<file path="config.mk">
export PLATFORM = sky130hd
export DESIGN_NAME = ums_modem_status
export DESIGN_NICKNAME = d
export VERILOG_FILES = /design/src/hdl/ums_pkg.sv /design/src/hdl/ums_sync.sv /design/src/hdl/ums_modem_status.sv
export VERILOG_INCLUDE_DIRS = /design/src /design/src/hdl
export SDC_FILE = /design/constraint.sdc
export NUM_CORES = 1
export LEC_CHECK = 0
export ABC_AREA = 1
export BUFFER_PORTS_ARGS = -buffer_cell sky130_fd_sc_hd__buf_2
export CORE_AREA = 2 2 39 41
export CTS_CLUSTER_DIAMETER = 100
export CTS_CLUSTER_SIZE = 20
export DETAILED_ROUTE_END_ITERATION = 7
export DIE_AREA = 0 0 41 43
export PLACE_DENSITY = 0.85
export SKIP_LAST_GASP = 1
export SLEW_MARGIN = 20
export SYNTH_ARGS = -nofsm -noshare
export SYNTH_HDL_FRONTEND = slang
export SYNTH_HIERARCHICAL = 1
export SYNTH_SLANG_ARGS = --single-unit
</file>
<file path="constraint.sdc">
create_clock -name clk -period 1.6 [get_ports clk]
set_clock_uncertainty 0.05 [all_clocks]
set_input_delay 0.16 -clock clk [delete_from_list [all_inputs] [get_ports clk]]
set_output_delay 0.16 -clock clk [all_outputs]
set_load 0.02 [all_outputs]
</file>
<file path="src/hdl/ums_defines.svh">
// Constants for the modem-status input block.
// Assumes inclusion by bare name from hdl/.
`ifndef UMS_DEFINES_SVH
`define UMS_DEFINES_SVH
`define UMS_BIT_DCTS 0
`define UMS_BIT_DDSR 1
`define UMS_BIT_RING_TRAIL 2
`define UMS_BIT_DCARRIER 3
`define UMS_BIT_CTS 4
`define UMS_BIT_DSR 5
`define UMS_BIT_RING 6
`define UMS_BIT_CARRIER 7
`define UMS_STATUS_RST 8'h00
`define UMS_FLAGS_RST 4'h0
`define UMS_PINS_RST 4'hF
`endif

</file>
<file path="src/hdl/ums_pkg.sv">
// Types for the modem-status input block.
// Assumes ums_defines.svh is available.
package ums_pkg;
    // Active-low modem pins, as sampled
    typedef struct packed {
        logic carrierDetectN;
        logic ringIndicatorN;
        logic dsrN;
        logic ctsN;
    } ums_pins_type;
endpackage : ums_pkg

</file>
<file path="src/hdl/ums_sync.sv">
// Two-flop synchroniser for the modem pins.
// Assumes pins idle high (inactive) at reset.
`timescale 1ns/1ps
`default_nettype none
`include "ums_defines.svh"
module ums_sync
    import ums_pkg::*;
(
    // Clock and reset
    input wire logic clk,
    input wire logic rst_n,
    // Pins
    input wire ums_pins_type pinsIn,
    output ums_pins_type pinsOut
);
    ums_pins_type meta_q, meta_d;
    ums_pins_type sync_q, sync_d;

    always_comb
    begin
        meta_d = pinsIn;
        sync_d = meta_q;
    end

    always_ff @(posedge clk or negedge rst_n)
    begin
        if (!rst_n)
        begin
            meta_q <= `UMS_PINS_RST;
            sync_q <= `UMS_PINS_RST;
        end
        else
        begin
            meta_q <= meta_d;
            sync_q <= sync_d;
        end
    end

    assign pinsOut = sync_q;
endmodule : ums_sync
`default_nettype wire

</file>
<file path="src/hdl/ums_modem_status.sv">
// Modem-status register logic of a serial port.
// Assumes pins asynchronous; read strobe and enable from same clock.
//
// Summary of operation
// - Status bit 7 is inverted carrier detect
// - Carrier detect change sets its delta flag
// - Carrier change raises interrupt when enabled
// - Status bit 6 is inverted ring indicator
// - Bit 2 set on ring pin rising
// - Bit 6 falling raises interrupt when enabled
// - Status bit 4 is inverted clear-to-send
// - Clear-to-send change sets its delta flag
// - Status bit 5 is inverted data-set-ready
// - Data-set-ready change sets its delta flag
`timescale 1ns/1ps
`default_nettype none
`include "ums_defines.svh"
module ums_modem_status
    import ums_pkg::*;
(
    // Clock and reset
    input wire logic clk,
    input wire logic rst_n,
    // Modem pins, active low
    input wire logic carrier_detect_n,
    input wire logic ring_indicator_n,
    input wire logic dsrN,
    input wire logic ctsN,
    // Software side
    input wire logic statusRead,
    input wire logic modemIntEnable,
    output logic [7:0] modem_status_reg,
    output logic modemInt
);
    // ***************************************************
    // Pin synchronisation
    // ***************************************************
    ums_pins_type pinsRaw;
    ums_pins_type pinsSync;
    ums_pins_type prev_q, prev_d;
    logic [3:0] flags_q, flags_d;
    logic [7:0] status_q, status_d;
    logic irq_q, irq_d;
    logic carrierChg, ctsChg, dsrChg, ringTrailSet;

    // One test shared by the three delta flags
    function automatic logic level_changed(input logic nowLevel, input logic oldLevel);
        return nowLevel != oldLevel;
    endfunction : level_changed

    assign pinsRaw = '{carrierDetectN: carrier_detect_n, ringIndicatorN: ring_indicator_n,
                       dsrN: dsrN, ctsN: ctsN};

    // Raw pins are asynchronous; nothing below reads them directly
    ums_sync u_ums_sync (
        .clk(clk),
        .rst_n(rst_n),
        .pinsIn(pinsRaw),
        .pinsOut(pinsSync)
    );

    // ***************************************************
    // Change detection and flags
    // ***************************************************
    always_comb
    begin
        prev_d = pinsSync;
        carrierChg = level_changed(pinsSync.carrierDetectN, prev_q.carrierDetectN);
        ctsChg = level_changed(pinsSync.ctsN, prev_q.ctsN);
        dsrChg = level_changed(pinsSync.dsrN, prev_q.dsrN);
        // Pin low to high is status bit 6 one to zero
        ringTrailSet = pinsSync.ringIndicatorN && !prev_q.ringIndicatorN;
        // Set wins over read clear, so no event is lost
        flags_d = statusRead ? `UMS_FLAGS_RST : flags_q;
        flags_d[`UMS_BIT_DCTS] = flags_d[`UMS_BIT_DCTS] | ctsChg;
        flags_d[`UMS_BIT_DDSR] = flags_d[`UMS_BIT_DDSR] | dsrChg;
        flags_d[`UMS_BIT_RING_TRAIL] = flags_d[`UMS_BIT_RING_TRAIL] | ringTrailSet;
        flags_d[`UMS_BIT_DCARRIER] = flags_d[`UMS_BIT_DCARRIER] | carrierChg;
        status_d = {~pinsSync.carrierDetectN, ~pinsSync.ringIndicatorN, ~pinsSync.dsrN,
                    ~pinsSync.ctsN, flags_d};
        // Any held flag keeps the interrupt up while enabled
        irq_d = modemIntEnable && (flags_d != `UMS_FLAGS_RST);
    end

    always_ff @(posedge clk or negedge rst_n)
    begin
        if (!rst_n)
        begin
            prev_q <= `UMS_PINS_RST;
            flags_q <= `UMS_FLAGS_RST;
            status_q <= `UMS_STATUS_RST;
            irq_q <= 1'h0;
        end
        else
        begin
            prev_q <= prev_d;
            flags_q <= flags_d;
            status_q <= status_d;
            irq_q <= irq_d;
        end
    end

    assign modem_status_reg = status_q;
    assign modemInt = irq_q;

    // ***************************************************
    // Checks
    // ***************************************************
    // Level bits trail the synchronised pins by one edge
    property p_carrier_level;
        @(posedge clk) disable iff (!rst_n)
        modem_status_reg[`UMS_BIT_CARRIER] == ~$past(pinsSync.carrierDetectN);
    endproperty
    a_carrier_level: assert property (p_carrier_level) else $error("carrier level");

    property p_ring_level;
        @(posedge clk) disable iff (!rst_n)
        modem_status_reg[`UMS_BIT_RING] == ~$past(pinsSync.ringIndicatorN);
    endproperty
    a_ring_level: assert property (p_ring_level) else $error("ring level wrong");

    property p_cts_level;
        @(posedge clk) disable iff (!rst_n)
        modem_status_reg[`UMS_BIT_CTS] == ~$past(pinsSync.ctsN);
    endproperty
    a_cts_level: assert property (p_cts_level) else $error("cts level wrong");

    property p_dsr_level;
        @(posedge clk) disable iff (!rst_n)
        $changed(pinsSync.dsrN) |=> modem_status_reg[`UMS_BIT_DSR] == ~$past(pinsSync.dsrN);
    endproperty
    a_dsr_level: assert property (p_dsr_level) else $error("dsr level wrong");

    property p_dcarrier;
        @(posedge clk) disable iff (!rst_n)
        $changed(pinsSync.carrierDetectN) |=> modem_status_reg[`UMS_BIT_DCARRIER];
    endproperty
    a_dcarrier: assert property (p_dcarrier) else $error("delta carrier missed");

    property p_dcts;
        @(posedge clk) disable iff (!rst_n)
        $changed(pinsSync.ctsN) |=> modem_status_reg[`UMS_BIT_DCTS];
    endproperty
    a_dcts: assert property (p_dcts) else $error("delta cts missed");

    property p_ddsr;
        @(posedge clk) disable iff (!rst_n)
        $changed(pinsSync.dsrN) |=> modem_status_reg[`UMS_BIT_DDSR];
    endproperty
    a_ddsr: assert property (p_ddsr) else $error("delta dsr missed");

    property p_ring_trail;
        @(posedge clk) disable iff (!rst_n)
        $rose(pinsSync.ringIndicatorN) |=> modem_status_reg[`UMS_BIT_RING_TRAIL];
    endproperty
    a_ring_trail: assert property (p_ring_trail) else $error("trailing edge missed");

    property p_irq_carrier;
        @(posedge clk) disable iff (!rst_n)
        ($changed(pinsSync.carrierDetectN) && modemIntEnable) |=> modemInt;
    endproperty
    a_irq_carrier: assert property (p_irq_carrier) else $error("carrier irq missed");

    property p_irq_ring;
        @(posedge clk) disable iff (!rst_n)
        ($fell(modem_status_reg[`UMS_BIT_RING]) && $past(modemIntEnable)) |-> modemInt;
    endproperty
    a_irq_ring: assert property (p_irq_ring) else $error("ring irq missed");

    // A read with no event in its cycle leaves every flag clear
    property p_read_clear;
        @(posedge clk) disable iff (!rst_n)
        (statusRead && !$changed(pinsSync.carrierDetectN) && !$changed(pinsSync.ctsN)
            && !$changed(pinsSync.dsrN) && !$rose(pinsSync.ringIndicatorN))
            |=> (modem_status_reg[3:0] == `UMS_FLAGS_RST) && !modemInt;
    endproperty
    a_read_clear: assert property (p_read_clear) else $error("read did not clear");

    property p_irq_level;
        @(posedge clk) disable iff (!rst_n)
        modemInt == ($past(modemIntEnable) && (modem_status_reg[3:0] != `UMS_FLAGS_RST));
    endproperty
    a_irq_level: assert property (p_irq_level) else $error("irq level wrong");

    property p_flag_hold;
        @(posedge clk) disable iff (!rst_n)
        !statusRead |=> ((modem_status_reg[3:0] & $past(modem_status_reg[3:0]))
            == $past(modem_status_reg[3:0]));
    endproperty
    a_flag_hold: assert property (p_flag_hold) else $error("flag lost before read");

    property p_carrier_quiet;
        @(posedge clk) disable iff (!rst_n)
        (statusRead && !$changed(pinsSync.carrierDetectN)) |=> !modem_status_reg[`UMS_BIT_DCARRIER];
    endproperty
    a_carrier_quiet: assert property (p_carrier_quiet) else $error("carrier flag stuck");

    property p_cts_quiet;
        @(posedge clk) disable iff (!rst_n)
        (statusRead && !$changed(pinsSync.ctsN)) |=> !modem_status_reg[`UMS_BIT_DCTS];
    endproperty
    a_cts_quiet: assert property (p_cts_quiet) else $error("cts flag stuck");

    property p_dsr_quiet;
        @(posedge clk) disable iff (!rst_n)
        (statusRead && !$changed(pinsSync.dsrN)) |=> !modem_status_reg[`UMS_BIT_DDSR];
    endproperty
    a_dsr_quiet: assert property (p_dsr_quiet) else $error("dsr flag stuck");

    property p_trail_quiet;
        @(posedge clk) disable iff (!rst_n)
        (statusRead && !$rose(pinsSync.ringIndicatorN)) |=> !modem_status_reg[`UMS_BIT_RING_TRAIL];
    endproperty
    a_trail_quiet: assert property (p_trail_quiet) else $error("trail flag stuck");

    property p_irq_needs_enable;
        @(posedge clk) disable iff (!rst_n)
        !$past(modemIntEnable) |-> !modemInt;
    endproperty
    a_irq_needs_enable: assert property (p_irq_needs_enable) else $error("irq not enabled");
endmodule : ums_modem_status
`default_nettype wire

</file>
==> results of run 1 <==
[layer usage]
layer,vias to the layer above,global-route usage (%)
li1,189,-
met1,176,11.5
met2,14,18.1
met3,2,3.14
met4,0,12.0
met5,-,0
[path summary, 6_finish.rpt]
path,start,depth (start not counted),endpoint,slack [ns]
max,u_ums_sync/pinsOut[0],5,modemInt,0.50
min,modemIntEnable,3,modemInt,0.03
max reg2reg,u_ums_sync/pinsOut[0],5,modemInt,0.50
min reg2reg,u_ums_sync/meta_q[2],0,u_ums_sync/pinsOut[2],0.31
max in group asynchronous,rst_n,2,u_ums_sync/pinsOut[0],0.89
min in group asynchronous,rst_n,2,modem_status_reg[5],0.28
[worst min-delay path: cells and delay by family]
family          cells  cell delay, ns
compound gates      1            0.04
buf+inv             2            0.15
[area by class of cell]
cell class	count	share of cell area, %
clock inverters	1	0.602
inverters	9	4.07
repair buffers	21	15.7
well taps	16	2.41
clock buffers	3	2.71
flip-flops and latches	21	65.1
multi-input cells	17	9.49
[where the power goes]
group | switching (mW) | internal (mW)
Sequential | 0.0130 | 0.575
Clock | 0.150 | 0.0930
Combinational | 0.0567 | 0.0354
Total | 0.220 | 0.703
[synthesized netlist by cell type (all sizes together)]
master	instances	area share (%)
dfrtp	9	34
nand2	10	5.7
inv	9	5.2
nand3	3	3.1
a21oi	1	0.77
nor2	2	1.1
o21ai	1	1.3
dfstp	12	48
[cells by family (layout without fill, tap and decap cells)]
kind of cell,after synthesis,in the layout,synth area share (%)
AND/OR/NAND/NOR,15,15,9.96
flip-flops,21,21,82.8
AO/OA/AOI/OAI,2,2,2.11
buffers and inverters,9,34,5.17
[repair_timing]
item                       4_1_cts  5_1_grt
setup endpoints to repair        0        0
hold buffers                     5        0
hold endpoints to repair        13        0
buffers inserted                 0        0
[stage by stage]
| stage | cells | instance area [um2] | power [mW] | util [%] | hold slack (ns) |
|---|---|---|---|---|---|
| after global placement | 79 | 753 | 0.676 | 54.4 | 0.0652 |
| after global routing | 88 | 831 | 0.964 | 60.0 | 0.0208 |
| after CTS | 88 | 831 | 0.936 | 60.0 | 0.0219 |
| after floorplan | 47 | 653 | 0.640 | - | -0.186 |
| final | 88 | 831 | 0.923 | 60.0 | 0.0303 |
| after detailed placement | 79 | 753 | 0.682 | 54.4 | 0.0786 |
==> results by group, run 1 <==
Setup path
  • Buffers & Inverters on Critical Path: 1
  • Required @ worst endpoint: 1.74 ns
  • Max Fanout on Critical Path: 3
  • Worst path max stage delay: 0.56 ns
  • Startpoint type of the worst setup path: flop
  • Kind of cell adding the most delay to the critical path: flip-flops
  • Slowest CP cell: dfstp_2
  • Crit. End Element: flop
  • Worst endpoint data arrival time: 1.24 ns
  • Crit path kind: flop to flop
  • List of cells traversed by the critical path: inv_1 > nand2_1 > nand3_1 > nor2_1 > a21oi_1

Yosys
  • Seq/Total Area, Yosys: 82.8%
  • Yosys cell types: 10
  • Cells after Synth: 47
  • Syn. warnings: 6
  • Synth Cell Area: 653 um2
  • Post-synthesis register bit count: 21
  • Mean area per synthesized cell: 13.9 um2
  • Post-synthesis net count: 55

Drt
  • Met3 Routed Length: 57 um
  • Iteration-0 DRC count of the detailed router: 1
  • Average wire length per cell after detail routing: 10.2 um
  • Sum of routed wire length over all layers: 900 um
  • Wire length on met1: 421 um
  • Via/cell ratio: 4.33
  • Met2 wirelength from detailed routing: 411 um
  • DRC violation count after routing: 0
  • Final antenna-violating net count: 0
  • Top layer reached by signal wires: met4
  • Vias: 381
  • Detailed-routing iteration count for the pre-antenna-repair pass: 2

GRT
  • Maximum number of pins on one net before global-route repair: 22
  • Overflow left after global routing: 0
  • Number of antenna violations at the first check in global routing: 0
  • Global routing usage summed across all routing layers: 11.8%
  • Wire length of the first global-routing pass: 1.30 mm
  • Via count of the first global-routing pass: 360

Run
  • Max_cap viols: 0

Floorplanning
  • Vertical die dimension: 43 um
  • Core area: 1380 um2
  • # IOs: 17
  • Number of cell rows: 14
  • Die footprint: 1760 um2
  • Chip width: 41 um
  • Effective utilization at floorplan: 47.2%

Timing
  • Ratio of final minimum period to clock period: 68.5%
  • Peak clock frequency supported by timing: 912 MHz
  • Total negative setup slack: 0 ns
  • Worst-Margin Slew: 0.436 ns
  • Unrepaired setup endpoints after global routing: no
  • Hold Vio Cnt, Final: 0
  • Worst slew margin relative to its limit: 70.9%
  • Finish-stage setup viols: 0
  • Final critical-path setup slack: 0.504 ns
  • Final count of pins violating max slew: 0
  • Minimum clock period after layout: 1.10 ns

Clock network
  • Number of sinks on the clock net: 21
  • Count of instances resized after the clock tree is built: 0
  • Clock slew seen by the registers of the worst setup and hold paths: 0.11 ns
  • TritonCTS clock tree: yes
  • H-tree levels: 1
  • Clk Tree Root Cell: clkbuf_4
  • Number of buffers added by the clock tree synthesis step: 3
  • Clock latency on the worst-skew pair: 0.29 ns
  • CTS max path bufs: 2

Power and ir drop
  • VDD IR max: 0.598 mV
  • Static power due to leakage: 0.420 nW
  • Total power per unit cell area: 1110 nW/um2

Placement
  • Gp weighted congestion: 0.619
  • Detailed-placement wirelength estimate: 624 um
  • Post-place setup slack: 0.496 ns
  • Buffers on Ports: 16

Final layout
  • Sequential cell area in the final layout: 541 um2
  • Fraction of layout cells with a size suffix above 1: 48.6%
  • Antenna Cells: 0
  • Final #Nets: 81
  • Area Overhead vs Synth: 27.2%
  • Largest register FFs: 5
  • Fillers: 118
  • Most frequent standard cell in the layout excluding fill and tap cells: buf_2
  • Area taken by multi-input logic gates: 78.8 um2
  • Most used cells in the layout excluding fill and tap cells: buf_2 (16), dfstp_2 (12), nand2_1 (10), dfrtp_1 (9), inv_1 (8)

Run status
  • Status: finished, final reports clean

Worst hold path
  • Path class of the lowest-slack min-delay path: input pin to flop
Power figures use the tool's default switching activity.
==> run 2, diff against run 1 <==
- CORE_AREA: 2 2 39 41 -> unset
- CORE_MARGIN: unset -> 2
- CORE_UTILIZATION: unset -> 47
- DIE_AREA: 0 0 41 43 -> unset
- PLACE_DENSITY: 0.85 -> 0.82
- clock period: 1.6 -> 1.1 ns (I/O delays scaled with it)
==> results by group, run 2 (synthesis results as in run 1) <==
Clock network
  • Clock slew seen by the registers of the worst setup and hold paths: 0.10 ns
  • Clock latency on the worst-skew pair: 0.28 ns
  • H-tree levels: 1
  • TritonCTS clock tree: yes
  • Number of sinks on the clock net: 21
  • Clk Tree Root Cell: clkbuf_4
  • Number of buffers added by the clock tree synthesis step: 3
  • CTS max path bufs: 2

Power and ir drop
  • VDD IR max: 0.856 mV
  • Total power per unit cell area: 1560 nW/um2
  • Static power due to leakage: 0.431 nW
  • Power, Total: 1.34 mW

GRT
  • Via count of the first global-routing pass: 328
  • Wire length of the first global-routing pass: 1.29 mm
  • Number of antenna violations at the first check in global routing: 0
  • Global routing usage summed across all routing layers: 12.7%
  • Maximum number of pins on one net before global-route repair: 22
  • Overflow left after global routing: 0

Timing
  • Hold Vio Cnt, Final: 0
  • Total negative setup slack: 0 ns
  • Worst slack on hold paths: 0.0549 ns
  • Peak clock frequency supported by timing: 940 MHz
  • Finish-stage setup viols: 0
  • Final count of pins violating max slew: 0
  • Ratio of final minimum period to clock period: 96.8%
  • Worst slew margin relative to its limit: 71.2%
  • Minimum clock period after layout: 1.06 ns
  • Worst-Margin Slew: 0.432 ns
  • Unrepaired setup endpoints after global routing: yes

Floorplanning
  • Vertical die dimension: 41.3 um
  • Core area: 1300 um2
  • # IOs: 17
  • Chip width: 41.3 um
  • Effective utilization at floorplan: 50.2%
  • Die footprint: 1700 um2
  • Number of cell rows: 13

Final layout
  • Final standard cell area without fillers: 858 um2
  • Antenna Cells: 0
  • Most frequent standard cell in the layout excluding fill and tap cells: buf_2
  • Fraction of layout cells with a size suffix above 1: 52.7%
  • Largest register FFs: 5
  • Fillers: 98
  • Finished Core Util: 66.0%
  • Final #Nets: 83
  • Area Overhead vs Synth: 31.4%
  • Most used cells in the layout excluding fill and tap cells: buf_2 (16), dfstp_2 (12), nand2_1 (9), dfrtp_1 (9), inv_1 (7)

Setup path
  • Crit path kind: flop to flop
  • Origin of the worst setup path: u_ums_sync/pinsOut[3]
  • Crit. End Element: flop
  • Required @ worst endpoint: 1.23 ns
  • Startpoint type of the worst setup path: flop
  • Worst endpoint data arrival time: 1.20 ns
  • Reg-to-Reg Start: u_ums_sync/pinsOut[3]
  • Max Fanout on Critical Path: 3

Run
  • Max_cap viols: 0

Placement
  • Placed Instance Area: 752 um2
  • Gp weighted congestion: 0.620
  • Buffers on Ports: 16
  • Detailed-placement wirelength estimate: 563 um

Drt
  • Vias: 373
  • Iteration-0 DRC count of the detailed router: 0
  • Detailed-routing iteration count for the pre-antenna-repair pass: 1
  • Sum of routed wire length over all layers: 884 um
  • Average wire length per cell after detail routing: 9.93 um
  • Via/cell ratio: 4.19
  • Final antenna-violating net count: 0
  • DRC violation count after routing: 0

Worst hold path
  • Path class of the lowest-slack min-delay path: input pin to flop
  • Min-Delay Startpoint: statusRead

Run status
  • Status: finished, final reports clean
-- run 2: power breakdown --
part | total, mW | switching, mW | leakage, nW | internal, mW
Clock | 0.342 | 0.201 | 0.0150 | 0.141
Combinational | 0.144 | 0.0859 | 0.187 | 0.0581
Sequential | 0.855 | 0.0189 | 0.230 | 0.836
Total | 1.34 | 0.306 | 0.431 | 1.03
-- run 2: stage by stage --
stage | cells | worst slack, ns
2_1_floorplan | 47 | 0.108
3_3_place_gp | 78 | 0.0611
3_5_place_dp | 78 | 0.0255
4_1_cts | 88 | 0.00397
5_1_grt | 89 | -0.0289
6_report | 89 | 0.0357
-- run 2: path summary, 6_finish.rpt --
check                      cells past startpoint  slack, ns                     to
max                                            5       0.04               modemInt
min                                            4       0.05             flags_q[2]
max reg2reg                                    5       0.04               modemInt
min reg2reg                                    0       0.31  u_ums_sync/pinsOut[1]
max in group asynchronous                      2       0.41   u_ums_sync/meta_q[1]
min in group asynchronous                      2       0.25    modem_status_reg[4]
-- run 2: area by class of cell --
class | count | area [um2] | area share, %
repair buffers | 23 | 148 | 17.2
clock buffers | 4 | 26.3 | 3.06
inverters | 9 | 33.8 | 3.94
well taps | 15 | 18.8 | 2.19
flip-flops and latches | 21 | 541 | 63.0
multi-input cells | 17 | 91.3 | 10.6
-- run 2: per-layer routing --
metal  global-route usage, %  share of wire [%]  vias up
met1                    12.6                 45      169
met2                    23.4                 50       12
li1                        -                  -      192
met4                    4.84                  0        0
met3                    4.89                5.8        0
met5                       0                  0        -
-- run 2: timing repair --
| item | CTS | global route |
|---|---|---|
| endpoints found under the hold margin | 14 | 0 |
| resized for setup | 0 | 4 |
| hold buffers | 6 | 0 |
| setup buffers | 0 | 1 |
| setup endpoints to repair | 0 | 1 |
-- run 2: critical path: stages, from the launching register on --
cell and delay, ns:
dfstp_2 0.56, inv_1 0.05, nand2_1 0.06, nand3_2 0.07
nor2_1 0.10, a21oi_1 0.07
==> run 3, diff against run 2 <==
- CORE_UTILIZATION: 47 -> 30
- PLACE_DENSITY: 0.82 -> 0.6
==> results by group, run 3 (synthesis results as in run 1) <==
Run status
  • Status: finished, final reports clean

Floorplanning
  • # IOs: 17
  • Vertical die dimension: 50.7 um
  • Core area: 2000 um2
  • Effective utilization at floorplan: 32.6%
  • Die footprint: 2570 um2
  • Number of cell rows: 16
  • Chip width: 50.7 um

Setup path
  • Startpoint type of the worst setup path: flop
  • Required @ worst endpoint: 1.25 ns
  • Worst path max stage delay: 0.56 ns
  • Crit path kind: flop to flop
  • Crit. End Element: flop
  • Worst endpoint data arrival time: 1.23 ns
  • Slowest CP cell: dfstp_2
  • Worst setup slack for register-to-register paths: 0.02 ns
  • R2R depth: 5
  • Reg-to-Reg Start: u_ums_sync/pinsOut[0]
  • Max Fanout on Critical Path: 3
  • List of cells traversed by the critical path: inv_2 > nand2_2 > nand3_2 > nor2_2 > a21oi_2
  • Buffers & Inverters on Critical Path: 1
  • Kind of cell adding the most delay to the critical path: flip-flops
  • FF-to-FF End: modemInt

Final layout
  • Fillers: 188
  • Area taken by multi-input logic gates: 105 um2
  • Fraction of layout cells with a size suffix above 1: 63.2%
  • Finished Core Util: 45.1%
  • Sequential cell area in the final layout: 541 um2
  • Most frequent standard cell in the layout excluding fill and tap cells: buf_2
  • Largest register FFs: 5
  • Final standard cell area without fillers: 903 um2
  • Most used cells in the layout excluding fill and tap cells: buf_2 (16), dfstp_2 (12), dfrtp_1 (9), nand2_1 (7)
  • Final #Nets: 85
  • Area Overhead vs Synth: 38.3%
  • Antenna Cells: 0

Worst hold path
  • Min-Delay Startpoint: statusRead
  • Hold-critical path endpoint: flags_q[2]
  • Hold Path Stages: 4
  • Path class of the lowest-slack min-delay path: input pin to flop

Drt
  • Sum of routed wire length over all layers: 932 um
  • DRC violation count after routing: 0
  • Via/cell ratio: 3.86
  • Average wire length per cell after detail routing: 9.05 um
  • Iteration-0 DRC count of the detailed router: 3
  • Detailed-routing iteration count for the pre-antenna-repair pass: 2
  • Final antenna-violating net count: 0
  • Vias: 398

Timing
  • Finish-stage setup viols: 0
  • Hold Vio Cnt, Final: 0
  • Worst slew margin relative to its limit: 70.5%
  • Peak clock frequency supported by timing: 926 MHz
  • Final count of pins violating max slew: 0
  • Final critical-path setup slack: 0.0196 ns
  • Total negative setup slack: 0 ns
  • Minimum clock period after layout: 1.08 ns
  • Worst-Margin Slew: 0.443 ns
  • Ratio of final minimum period to clock period: 98.2%
  • Unrepaired setup endpoints after global routing: yes

Power and ir drop
  • Clock network power share: 25.7%
  • Power, Total: 1.37 mW
  • Switching fraction of total power: 24.0%
  • Internal Dissipation: 1.04 mW
  • Total power per unit cell area: 1510 nW/um2
  • Net load switching power: 0.329 mW
  • Portion of total power attributed to combinational logic: 11.7%
  • Sequential power share: 62.6%
  • Static power due to leakage: 0.443 nW
  • VDD IR max: 0.522 mV

GRT
  • Maximum number of pins on one net before global-route repair: 22
  • Overflow left after global routing: 0
  • Number of antenna violations at the first check in global routing: 0
  • Wire length of the first global-routing pass: 1.56 mm
  • Global routing usage summed across all routing layers: 8.67%
  • Via count of the first global-routing pass: 373

Clock network
  • H-tree levels: 1
  • Clock slew seen by the registers of the worst setup and hold paths: 0.12 ns
  • Clk Tree Root Cell: clkbuf_4
  • Number of buffers added by the clock tree synthesis step: 3
  • TritonCTS clock tree: yes
  • Number of sinks on the clock net: 21
  • CTS max path bufs: 2
  • Clock latency on the worst-skew pair: 0.29 ns

Placement
  • Gp weighted congestion: 0.635
  • Detailed-placement wirelength estimate: 610 um
  • Buffers on Ports: 16
  • Post-place setup slack: 0.00988 ns
  • Placed Instance Area: 767 um2

Run
  • Max_cap viols: 0
run 3: cell types whose count changed in the layout (fill, tap and decap cells not counted), sizes merged:
cell    previous run  this run
clkbuf             4         3
clkinv             0         1
buf               17        19
run 3: timing repair:
action | in CTS | in global routing
endpoints found under the setup margin | 0 | 1
gates resized for setup | 0 | 10
setup buffers | 0 | 3
endpoints found under the hold margin | 14 | 0
hold buffers | 6 | 0
run 3: area by class of cell:
class	count	share of cell area, %
Sequential cell	21	59.8
Inverter	9	3.74
Clock inverter	1	0.554
Timing Repair Buffer	25	18.0
Multi-Input combinational cell	17	11.6
Clock buffer	3	2.49
Tap cell	27	3.74
run 3: stage by stage:
step / hold slack, ns / instances
2_1_floorplan: -0.236 / 47
3_5_place_dp: 0.0352 / 90
4_1_cts: 0.0356 / 100
3_3_place_gp: 0.0248 / 90
6_report: 0.0551 / 103
5_1_grt: 0.0553 / 103
run 3: worst max path at each step:
stage / from / slack, ns / to / cells past startpoint
after global placement: u_ums_sync/pinsOut[3] / 0.04 / modemInt / 5
final: u_ums_sync/pinsOut[0] / 0.02 / modemInt / 5
after detailed placement: u_ums_sync/pinsOut[3] / 0.01 / modemInt / 5
after global routing: prev_q[1] / -0.05 / modemInt / 5
after floorplan: u_ums_sync/pinsOut[3] / 0.11 / modemInt / 5
after CTS: u_ums_sync/pinsOut[3] / 0.002 / modemInt / 5
run 3: power by group through the flow:
stage	clock network (mW)	registers (mW)	logic (mW)
6_report	0.351	0.856	0.160
4_1_cts	0.374	0.855	0.139
2_1_floorplan	0	0.898	0.0331
3_3_place_gp	0	0.866	0.121
3_5_place_dp	0	0.868	0.123
5_1_grt	0.415	0.863	0.176
run 3: layer usage:
layer,global-route usage [%],share of wire (%),wire length [um]
met1,10.1,41,386
met4,8.11,1.7,16
met3,1.79,7.6,71
met2,13.2,49,457
met5,0,0,0
run 3: tightest hold or removal path: stages:
cell and delay, ns:
buf_2 0.08, inv_2 0.04, nand2_1 0.07, o21ai_2 0.06
